==> config.mk <==
export PLATFORM = sky130hd
export DESIGN_NAME = cmd_frame_interp
export DESIGN_NICKNAME = d
export VERILOG_FILES = /design/src/frame_pkg.sv /design/src/cmd_frame_interp.sv /design/src/reply_skid.sv
export SDC_FILE = /design/constraint.sdc
export NUM_CORES = 1
export LEC_CHECK = 0
export ABC_CLOCK_PERIOD_IN_PS = 3800
export BUFFER_PORTS_ARGS = -buffer_cell sky130_fd_sc_hd__buf_2
export CAP_MARGIN = 20
export CORE_UTILIZATION = 45
export DETAILED_ROUTE_END_ITERATION = 8
export GPL_TIMING_DRIVEN = 0
export PLACE_DENSITY = 0.77
export SKIP_LAST_GASP = 1
export SLEW_MARGIN = 20
export SYNTH_ARGS = -nofsm -noshare
export SYNTH_HDL_FRONTEND = slang
export SYNTH_SLANG_ARGS = --single-unit
==> constraint.sdc <==
create_clock -name clk_sys -period 3.8 [get_ports clk_sys]
set_input_delay 0.57 -clock clk_sys [delete_from_list [all_inputs] [get_ports clk_sys]]
set_output_delay 0.57 -clock clk_sys [all_outputs]
set_load 0.005 [all_outputs]
==> src/frame_pkg.sv <==
/*
  Constants shared by the command frame interpreter and its output buffer:
  field widths, byte positions within a frame, and reply status codes.
  Assumes nothing of its surroundings.
*/
package frame_pkg;

  localparam int unsigned BYTE_W = 8;
  localparam int unsigned VALUE_W = 32;
  localparam int unsigned POS_W = 4;

  // Byte positions inside a serial frame; a CAN frame uses the same slots minus the first and last.
  localparam logic [3:0] POS_ADDR = 4'h0;
  localparam logic [3:0] POS_CODE = 4'h1;
  localparam logic [3:0] POS_TYPE = 4'h2;
  localparam logic [3:0] POS_BANK = 4'h3;
  localparam logic [3:0] POS_VAL3 = 4'h4;
  localparam logic [3:0] POS_VAL2 = 4'h5;
  localparam logic [3:0] POS_VAL1 = 4'h6;
  localparam logic [3:0] POS_VAL0 = 4'h7;
  localparam logic [3:0] POS_SUM = 4'h8;

  // Reply slots on a serial link.
  localparam logic [3:0] REP_HOST = 4'h0;
  localparam logic [3:0] REP_OWN = 4'h1;
  localparam logic [3:0] REP_STATUS = 4'h2;
  localparam logic [3:0] REP_CODE = 4'h3;
  localparam logic [3:0] REP_VAL3 = 4'h4;
  localparam logic [3:0] REP_VAL2 = 4'h5;
  localparam logic [3:0] REP_VAL1 = 4'h6;
  localparam logic [3:0] REP_VAL0 = 4'h7;
  localparam logic [3:0] REP_SUM = 4'h8;

  localparam logic [7:0] ST_OK = 8'h64;
  localparam logic [7:0] ST_STORED = 8'h65;
  localparam logic [7:0] ST_BAD_SUM = 8'h01;
  localparam logic [7:0] ST_BAD_CMD = 8'h02;
  localparam logic [7:0] ST_BAD_TYPE = 8'h03;
  localparam logic [7:0] ST_BAD_VALUE = 8'h04;
  localparam logic [7:0] ST_LOCKED = 8'h05;
  localparam logic [7:0] ST_NOT_AVAIL = 8'h06;

  localparam logic [7:0] BYTE_ZERO = 8'h00;
  localparam logic [31:0] VALUE_ZERO = 32'h00000000;

  typedef enum logic [1:0]
  {
    ST_RECEIVE = 2'b00,
    ST_EXECUTE = 2'b01,
    ST_REPLY = 2'b11
  } ctl_state_type;

endpackage

==> src/cmd_frame_interp.sv <==
/*
  Slave-side frame interpreter for a binary motion command protocol: collects
  command frames from a byte stream, checks address and, on a serial link, checksum, hands the
  command to an executor, and streams back one reply per accepted frame.
  Assumes byte stream and executor run on clk_sys; addresses and link mode
  are static configuration from the same clock domain.
*/
`timescale 1ns/10ps
module cmd_frame_interp
(
  input wire logic clk_sys,
  input wire logic resetn,
  input wire logic can_mode,
  input wire logic [frame_pkg::BYTE_W-1:0] own_addr,
  input wire logic [frame_pkg::BYTE_W-1:0] host_addr,
  input wire logic [frame_pkg::BYTE_W-1:0] rx_data,
  input wire logic rx_sof,
  input wire logic [frame_pkg::BYTE_W-1:0] rx_id,
  input wire logic rx_valid,
  output logic rx_ready,
  output logic cmd_valid,
  output logic [frame_pkg::BYTE_W-1:0] cmd_code,
  output logic [frame_pkg::BYTE_W-1:0] cmd_type,
  output logic [frame_pkg::BYTE_W-1:0] cmd_bank,
  output logic [frame_pkg::VALUE_W-1:0] cmd_value,
  input wire logic exe_done,
  input wire logic [frame_pkg::BYTE_W-1:0] exe_status,
  input wire logic [frame_pkg::VALUE_W-1:0] exe_value,
  output logic [frame_pkg::BYTE_W-1:0] tx_data,
  output logic tx_valid,
  input wire logic tx_ready,
  output logic [frame_pkg::BYTE_W-1:0] tx_id
);
  import frame_pkg::*;

  ctl_state_type state_ff;
  ctl_state_type nxt_state;
  logic [BYTE_W-1:0] frame_ff [POS_CODE:POS_VAL0];
  logic [POS_W-1:0] pos_ff;
  logic [BYTE_W-1:0] sum_ff;
  logic cmd_valid_ff;
  logic rx_ready_ff;
  logic [BYTE_W-1:0] addr_ff;
  logic [BYTE_W-1:0] rep_status_ff;
  logic [VALUE_W-1:0] rep_value_ff;
  logic [POS_W-1:0] tx_pos_ff;
  logic [BYTE_W-1:0] tx_sum_ff;
  logic [BYTE_W-1:0] tx_id_ff;

  logic take;
  logic [POS_W-1:0] first_pos;
  logic [POS_W-1:0] cur_pos;
  logic [POS_W-1:0] last_pos;
  logic [BYTE_W-1:0] sum_base;
  logic [BYTE_W-1:0] sum_now;
  logic [BYTE_W-1:0] rx_addr;
  logic frame_end;
  logic addr_hit;
  logic sum_ok;
  logic accept_ok;
  logic accept_bad;
  logic [BYTE_W-1:0] rep_byte;
  logic rep_push;
  logic rep_last;
  logic rep_active;
  logic buf_in_ready;
  logic [BYTE_W-1:0] buf_out_data;
  logic buf_out_valid;

  assign take = rx_valid & rx_ready_ff;
  assign first_pos = can_mode ? POS_CODE : POS_ADDR;
  assign cur_pos = rx_sof ? first_pos : pos_ff;
  assign last_pos = can_mode ? POS_VAL0 : POS_SUM;
  assign sum_base = (cur_pos == POS_ADDR) ? BYTE_ZERO : sum_ff;
  assign sum_now = BYTE_W'(sum_base + rx_data);
  assign rx_addr = (cur_pos == POS_ADDR) ? rx_data : addr_ff;
  assign frame_end = take & (cur_pos == last_pos);
  // On CAN the identifier carries the module address and the bus CRC replaces the checksum.
  assign addr_hit = can_mode ? (rx_id == own_addr) : (addr_ff == own_addr);
  assign sum_ok = can_mode | (rx_data == sum_ff);
  assign accept_ok = frame_end & addr_hit & sum_ok;
  assign accept_bad = frame_end & addr_hit & ~sum_ok;
  assign rep_last = (tx_pos_ff == (can_mode ? REP_VAL0 : REP_SUM));
  assign rep_active = (state_ff == ST_REPLY);
  assign rep_push = rep_active & buf_in_ready;

  // Reply byte for the current slot; value bytes leave most significant first.
  assign rep_byte = (tx_pos_ff == REP_HOST) ? host_addr :
                    (tx_pos_ff == REP_OWN) ? own_addr :
                    (tx_pos_ff == REP_STATUS) ? rep_status_ff :
                    (tx_pos_ff == REP_CODE) ? frame_ff[POS_CODE] :
                    (tx_pos_ff == REP_VAL3) ? rep_value_ff[31:24] :
                    (tx_pos_ff == REP_VAL2) ? rep_value_ff[23:16] :
                    (tx_pos_ff == REP_VAL1) ? rep_value_ff[15:8] :
                    (tx_pos_ff == REP_VAL0) ? rep_value_ff[7:0] :
                    tx_sum_ff;

  always_comb
  begin
    nxt_state = state_ff;
    unique case (state_ff)
      ST_RECEIVE:
      begin
        if (accept_ok)
          nxt_state = ST_EXECUTE;
        else if (accept_bad)
          nxt_state = ST_REPLY;
      end
      ST_EXECUTE:
      begin
        if (exe_done)
          nxt_state = ST_REPLY;
      end
      ST_REPLY:
      begin
        if (rep_push & rep_last)
          nxt_state = ST_RECEIVE;
      end
      default:
        nxt_state = ST_RECEIVE;
    endcase
  end

  always_ff @(posedge clk_sys or negedge resetn)
  begin
    if (!resetn)
      state_ff <= ST_RECEIVE;
    else
      state_ff <= nxt_state;
  end

  // Input is refused outside the receive state, so a master that ignores the wait stalls instead of corrupting.
  always_ff @(posedge clk_sys or negedge resetn)
  begin
    if (!resetn)
      rx_ready_ff <= 1'b0;
    else
      rx_ready_ff <= (nxt_state == ST_RECEIVE);
  end

  always_ff @(posedge clk_sys or negedge resetn)
  begin
    if (!resetn)
    begin
      pos_ff <= POS_ADDR;
      sum_ff <= BYTE_ZERO;
      addr_ff <= BYTE_ZERO;
    end
    else if (take)
    begin
      pos_ff <= (cur_pos == last_pos) ? first_pos : POS_W'(cur_pos + 1'b1);
      sum_ff <= sum_now;
      addr_ff <= rx_addr;
    end
    else if (state_ff != ST_RECEIVE)
      pos_ff <= first_pos;
  end

  genvar gi;
  generate
    for (gi = POS_CODE; gi <= POS_VAL0; gi++)
    begin : g_body
      always_ff @(posedge clk_sys or negedge resetn)
      begin
        if (!resetn)
          frame_ff[gi] <= BYTE_ZERO;
        else if (take && cur_pos == gi)
          frame_ff[gi] <= rx_data;
      end
    end
  endgenerate

  always_ff @(posedge clk_sys or negedge resetn)
  begin
    if (!resetn)
      cmd_valid_ff <= 1'b0;
    else
      cmd_valid_ff <= accept_ok;
  end

  // The executor reports 100, 101 or an error code 2 to 6; this block only injects code 1.
  always_ff @(posedge clk_sys or negedge resetn)
  begin
    if (!resetn)
    begin
      rep_status_ff <= ST_OK;
      rep_value_ff <= VALUE_ZERO;
    end
    else if (accept_bad)
    begin
      rep_status_ff <= ST_BAD_SUM;
      rep_value_ff <= VALUE_ZERO;
    end
    else if (state_ff == ST_EXECUTE && exe_done)
    begin
      rep_status_ff <= exe_status;
      rep_value_ff <= exe_value;
    end
  end

  always_ff @(posedge clk_sys or negedge resetn)
  begin
    if (!resetn)
    begin
      tx_pos_ff <= REP_HOST;
      tx_sum_ff <= BYTE_ZERO;
      tx_id_ff <= BYTE_ZERO;
    end
    else if (state_ff != ST_REPLY)
    begin
      tx_pos_ff <= can_mode ? REP_OWN : REP_HOST;
      tx_sum_ff <= BYTE_ZERO;
      tx_id_ff <= host_addr;
    end
    else if (rep_push)
    begin
      tx_pos_ff <= POS_W'(tx_pos_ff + 1'b1);
      tx_sum_ff <= BYTE_W'(tx_sum_ff + rep_byte);
    end
  end

  reply_skid u_skid
  (
    .clk_sys(clk_sys),
    .resetn(resetn),
    .in_data(rep_byte),
    .in_valid(rep_active),
    .in_ready(buf_in_ready),
    .out_data(buf_out_data),
    .out_valid(buf_out_valid),
    .out_ready(tx_ready)
  );

  assign rx_ready = rx_ready_ff;
  assign cmd_valid = cmd_valid_ff;
  assign cmd_code = frame_ff[POS_CODE];
  assign cmd_type = frame_ff[POS_TYPE];
  assign cmd_bank = frame_ff[POS_BANK];
  assign cmd_value = {frame_ff[POS_VAL3], frame_ff[POS_VAL2], frame_ff[POS_VAL1], frame_ff[POS_VAL0]};
  assign tx_data = buf_out_data;
  assign tx_valid = buf_out_valid;
  assign tx_id = tx_id_ff;

endmodule

==> src/reply_skid.sv <==
/*
  Two-entry buffer with valid and ready on both sides, outputs from flops.
  Assumes a consumer on the same clock that may stall at any time.
*/
`timescale 1ns/10ps
module reply_skid
(
  input wire logic clk_sys,
  input wire logic resetn,
  input wire logic [frame_pkg::BYTE_W-1:0] in_data,
  input wire logic in_valid,
  output logic in_ready,
  output logic [frame_pkg::BYTE_W-1:0] out_data,
  output logic out_valid,
  input wire logic out_ready
);
  import frame_pkg::*;

  logic [BYTE_W-1:0] head_ff;
  logic head_valid_ff;
  logic [BYTE_W-1:0] spare_ff;
  logic spare_valid_ff;
  logic push;
  logic head_free;
  logic [BYTE_W-1:0] nxt_head;
  logic nxt_head_valid;
  logic [BYTE_W-1:0] nxt_spare;
  logic nxt_spare_valid;

  // Ready depends only on the spare slot, so no path runs from out_ready to in_ready.
  assign in_ready = ~spare_valid_ff;
  assign push = in_valid & in_ready;
  assign head_free = ~head_valid_ff | out_ready;
  assign nxt_head = !head_free ? head_ff : (spare_valid_ff ? spare_ff : in_data);
  assign nxt_head_valid = !head_free | spare_valid_ff | push;
  assign nxt_spare = (push & !head_free) ? in_data : spare_ff;
  assign nxt_spare_valid = head_free ? 1'b0 : (spare_valid_ff | push);
  assign out_data = head_ff;
  assign out_valid = head_valid_ff;

  always_ff @(posedge clk_sys or negedge resetn)
  begin
    if (!resetn)
    begin
      head_ff <= BYTE_ZERO;
      head_valid_ff <= 1'b0;
      spare_ff <= BYTE_ZERO;
      spare_valid_ff <= 1'b0;
    end
    else
    begin
      head_ff <= nxt_head;
      head_valid_ff <= nxt_head_valid;
      spare_ff <= nxt_spare;
      spare_valid_ff <= nxt_spare_valid;
    end
  end

endmodule

Yosys cells after proc, flatten, opt, wreduce, memory -nomap -nowiden. Index checks and enable logic that the tools add are counted.

Add/sub/neg operators: 4. $mul: 0. Divide/modulo/power cells: 0. Order comparisons: 0. Equality and inequality tests: 22. Shifts and indexed selects: 0. Muxes and demuxes: 31. Bitwise operators: 16. Reductions and logical operators: 18.

Operators by type and width (number): two-way mux 8 bit (14); two-way mux 32 bit (2); == test 4 x 3 -> 1 bit (second input constant) (8); two-way mux 4 bit (7); == test 8 bit (3); adder 8 bit (2); == test 4 x 2 -> 1 bit (second input constant) (4); adder 4 x 1 -> 4 bit (second input constant) (2); bitwise AND 1 bit (8); == test 4 x 1 -> 1 bit (second input constant) (2); == test 4 bit (2); logical AND 1 bit (8); logical NOT 4 bit (2); two-way mux 2 bit (4); nonzero test 2 bit (4); one-hot mux 2 bit (3 select lines) (1); OR 1 bit (5); logical NOT 2 bit (2); two-way mux 1 bit (3); inverter 1 bit (3); == test 2 x 1 -> 1 bit (second input constant) (1); == test 2 bit (second input constant) (1); inequality test 2 bit (second input constant) (1); AND reduction 2 bit (1); logical NOT 1 bit (1).

Register bits after elaboration: 158. Bits in latches: 0. RAM bits: 0. Memory bits (read-only): 0. Input bits: 79. Logic and storage cells: 113. Memories: 0.

Depth between registers and ports, before layout.
Depth after elaboration: 12. Gate-level depth with buffers: 17. Depth with buffers taken out: 15.

Hierarchy. From an unflattened synthesis, not the netlist that was laid out.

Cells, all modules: 765. Area, all modules: 8272.9 µm².

By module, submodules not included: cmd_frame_interp (times used 1, cells an instance 714, area each 7423.4 µm², sequential area each 3507.1 µm²); reply_skid (times used 1, cells an instance 51, area each 849.6 µm², sequential area each 450.4 µm²).

Worst setup path after synthesis. Ideal clock, no wire load.

Path type: flip-flop to flip-flop. From: register tx_pos_ff[0]. To: register tx_sum_ff[6]. Library setup time: 69 ps. Arrival: 3161 ps. Required time: 3731 ps. Slack: 570 ps. Cell stages (with the launch flop): 15. Buffers on the path: 1. Clock period less this slack: 3230 ps. Path through: dfrtp_1 inv_1 ha_1 buf_2 or2_2 o21ai_0 o21ai_0 o22ai_1 ha_1 nor2b_1 o21ai_0 a21boi_0 o21a_1 or4_1 nand3_1.

Longest elaborated chain between the ends: 12. Elaborated cells on any way between the ends: 19.

RTL lines: start: declaration (line cmd_frame_interp.sv:46) `logic [POS_W-1:0] tx_pos_ff;`; start signal: assignment (line cmd_frame_interp.sv:211) `tx_pos_ff <= can_mode ? REP_OWN : REP_HOST;`; start signal: assignment (line cmd_frame_interp.sv:217) `tx_pos_ff <= POS_W'(tx_pos_ff + 1'b1);`; == test 4 x 3 -> 1 bit (line cmd_frame_interp.sv:95) `(tx_pos_ff == REP_VAL0) ? rep_value_ff[7:0] :`; two-way mux 8 bit (line cmd_frame_interp.sv:95); two-way mux 8 bit (line cmd_frame_interp.sv:94) `(tx_pos_ff == REP_VAL1) ? rep_value_ff[15:8] :`; two-way mux 8 bit (line cmd_frame_interp.sv:93) `(tx_pos_ff == REP_VAL2) ? rep_value_ff[23:16] :`; two-way mux 8 bit (line cmd_frame_interp.sv:92) `(tx_pos_ff == REP_VAL3) ? rep_value_ff[31:24] :`; two-way mux 8 bit (line cmd_frame_interp.sv:91) `(tx_pos_ff == REP_CODE) ? frame_ff[POS_CODE] :`; two-way mux 8 bit (line cmd_frame_interp.sv:90) `(tx_pos_ff == REP_STATUS) ? rep_status_ff :`; two-way mux 8 bit (line cmd_frame_interp.sv:89) `(tx_pos_ff == REP_OWN) ? own_addr :`; two-way mux 8 bit * (line cmd_frame_interp.sv:88) `assign rep_byte = (tx_pos_ff == REP_HOST) ? host_addr :`; named net rep_byte[2] (line cmd_frame_interp.sv:62) `logic [BYTE_W-1:0] rep_byte;`; adder 8 bit * (line cmd_frame_interp.sv:218) `tx_sum_ff <= BYTE_W'(tx_sum_ff + rep_byte);`; two-way mux 8 bit * (line cmd_frame_interp.sv:215) `else if (rep_push)`; two-way mux 8 bit * (line cmd_frame_interp.sv:209) `else if (state_ff != ST_REPLY)`; end signal: assignment (line cmd_frame_interp.sv:218); end: declaration (line cmd_frame_interp.sv:47) `logic [BYTE_W-1:0] tx_sum_ff;`.

The timed path passes the listed nets; every way through them passes the cells marked *. The select of a mux whose other input is x is not followed. A chain may end at the register's enable or synchronous reset.

Worst setup path after layout.
From: register tx_pos_ff[1]. To: register tx_sum_ff[6].

Same word-level chain as after synthesis.

==> results_dict.tcl <==
set metrics [dict create \
    yosysWarnings 0 \
    wl_per_cell_um 19.02 \
    grt_use_total_pct 24.80 \
    drive_gt1_share_pct 31.57 \
    worstPathRequired_ns 4.17 \
    worst_pin_slew_ns 0.7207 \
    grt_max_degree 84 \
    fmax_mhz 269.9 \
    leakagePower_nw 5.153 \
    switchingPower_w 0.001435 \
    synth_top_cell_area_share_pct 47.19 \
    dr.pass1.iters 5 \
    setup.worst_path.class "reg2reg" \
    ant_nets 0 \
    grt_overflow 0 \
    power_w 0.004756 \
    grt_pass1_vias 6382 \
    clockBufferDepth 2 \
    antenna_cells 0 \
    dieWidth_um 137.1 \
    vdd_drop_max_uv 371.5 \
    grt_pass1_wl_mm 34.51 \
    postSynthCellCount 781 \
    fin_crit_ns 3.705 \
    finalSetupTns_ns 0 \
    start_util_pct 45.91 \
    synth_edf_count 0 \
    h-tree-depth 4 \
    syn_area_mm2 0.008219 \
    critPathMaxFanout 10 \
    yosysTopAreaCell "dfrtp_1" \
    final_cell_mix "buf_2, dfrtp_1, nor2_1, mux2_2, nand2_1" \
    dpl.hpwl_mm 16.78 \
    cts_sinks 158 \
    pwr-share-seq_pct 44.5 \
    drc 0 \
    cp_data_arrival_time_ns 4.07 \
    skew_ns 0.01230 \
    die_h_um 137.1 \
    fillCellCount 1624 \
    setup_slack_ns 0.09503 \
    cts_buffers 17 \
    post-route-util_pct 55.70 \
    io_buffer_count 151 \
    p_int_w 0.003321 \
    async_flop_share_pct 100.0 \
    nets 1056 \
    synth_seq_area_share_pct 48.15 \
    finalCritPeriodShare_pct 97.50 \
    avgSynthCellArea_um2 10.52 \
    combPwrFrac_pct 19.8 \
    cp-end-kind "flip-flop" \
    dp_cells 1162 \
    layout_commonest_cell "buf_2" \
    yosysUniqueCellTypes 62 \
    cp-start-kind "flip-flop" \
    clkTransAtPathRegs_ns 0.07 \
    outcome "complete, no violations" \
    antenna_found_initial 0 \
    holdCritPathClass "in2async" \
    ys.flop_type "dfrtp_1" \
    swShare_pct 30.18 \
    final-hold-violation-count 0 \
    globalplace.congestion 0.9135 \
    post_drt_via_cell_ratio 5.454 \
    cts-root-buf "clkbuf_16" \
    synth.area.top_cells "dfrtp_1, mux2_2, mux2i_1" \
    synth_seq_cells 158 \
    die_area_mm2 0.01881 \
    dp_slack_ns -0.2274 \
    core_area_mm2 0.01790 \
    max_cap_viol_count 0 \
    rows 49 \
    io_pins 154 \
    syn_nets 884 \
    slew_violations 0 \
    vias 6518 \
    powerDensity_mw_per_mm2 477.0 \
    first_iter_violations 428 \
    slew_headroom_pct 51.95 \
    fin_cells 1195 \
    p_clk_share_pct 35.7 \
    setup_viol 0 \
    cts_tree "built" \
    drt_wl_total_mm 22.73 \
    syn_to_final_growth_pct 21.31 \
    clk_latency_ns 0.43 \
]
logic make-up after synthesis:
logic type               count (synthesis)  share of synthesized area, %
adder cells (fa/ha/maj)                 24                         3.836
AO/OA/AOI/OAI                          142                         10.64
buffers and inverters                   68                         3.653
flip-flops                             158                         48.15
multiplexers                           128                         16.81
XOR/XNOR                                26                         2.771
AND/OR/NAND/NOR                        235                         14.14
worst max-delay path, stage by stage, from the launching register on:
cell and delay [ns]:
dfrtp_2 0.45, inv_1 0.13, ha_2 0.24, buf_4 0.20, or2_2 0.18, o21ai_1 0.14, a222oi_1 0.51, o22ai_2 0.14
ha_1 0.23, inv_1 0.07, fa_1 0.20, nor2b_1 0.06, o21ai_1 0.19, a21boi_1 0.12, o21a_1 0.19, or4_1 0.48
nand3_1 0.10
final timing paths:
| kind | start | cells past startpoint | endpoint | slack (ns) |
|---|---|---|---|---|
| min in group clk_sys | exe_value[8] | 3 | rep_value_ff[8]$_DFFE_PN0P_ | 0.38 |
| min reg2reg | addr_ff[1]$_DFFE_PN0P_ | 2 | addr_ff[1]$_DFFE_PN0P_ | 0.49 |
| min | resetn | 1 | rep_value_ff[12]$_DFFE_PN0P_ | 0.11 |
| max reg2reg | tx_pos_ff[1]$_DFFE_PN0P_ | 16 | tx_sum_ff[6]$_DFFE_PN0P_ | 0.1 |
| max in group asynchronous | resetn | 2 | cmd_value[1]$_DFFE_PN0P_ | 2.88 |
| max | tx_pos_ff[1]$_DFFE_PN0P_ | 16 | tx_sum_ff[6]$_DFFE_PN0P_ | 0.1 |
timing repair:
| action | in CTS | in global routing |
|---|---|---|
| pin swaps | 1 | 4 |
| buffers inserted | 0 | 2 |
| resized for setup | 11 | 13 |
| setup endpoints to repair | 3 | 4 |
| hold buffers | 0 | 0 |
metrics by stage:
| stage | hold WS, ns | area (um2) |
|---|---|---|
| 2_1_floorplan | 0.2744 | 8219 |
| 3_3_place_gp | 0.4569 | 9261 |
| 3_5_place_dp | 0.4699 | 9299 |
| 4_1_cts | 0.1432 | 9912 |
| 5_1_grt | 0.1727 | 9971 |
| 6_report | 0.1128 | 9971 |
state kept, by name, indices dropped and copies added (netlist names), 8 cells and up:
register / count
cmd_bank: 8
u_skid.out_data: 8
rep_status_ff: 8
sum_ff: 8
rep_value_ff: 32
u_skid.spare_ff: 8
tx_sum_ff: 8
cmd_code: 8
addr_ff: 8
cmd_type: 8
cmd_value: 32
tx_id: 8
synthesized netlist by cell type, drive strengths merged (12+ instances only):
master,instances
mux2i,51
dfrtp,155
nor2b,21
nor2,79
inv,19
xnor2,12
buf,26
mux2,77
xor2,14
a21oi,32
ha,22
nand2,59
o21ai,56
nand2b,13
o21a,15
clkbuf,23
per-layer routing:
metal  vias to the layer above  GRT usage, %  wire (um)
met5                         -             0          0
met4                         0         7.692        545
met3                        38         5.889       1439
met2                       240         41.84      11040
met1                      3160         31.33       9695
li1                       3080             -          -
cell type report:
cell class              instances  area, um2  area share, %
clock inverters                15      162.7          1.631
well taps                     229      286.5          2.874
repair buffers                154      808.3          8.106
multi-input cells             555       4015          40.27
clock buffers                  17      425.4          4.267
plain buffers                  48      237.7          2.384
flip-flops and latches        158       3960          39.72
inverters                      19      75.07         0.7529
power by group through the flow:
stage / Sequential, W / Clock, W / Combinational [W]
floorplan: 0.00213 / 0 / 0.000505
global placement: 0.00213 / 0 / 0.000907
detailed placement: 0.00214 / 0 / 0.000938
CTS: 0.00212 / 0.00172 / 0.000946
global route: 0.00215 / 0.00180 / 0.00104
finish: 0.00212 / 0.00170 / 0.000943
No activity file was read; power rests on OpenSTA's default activity.
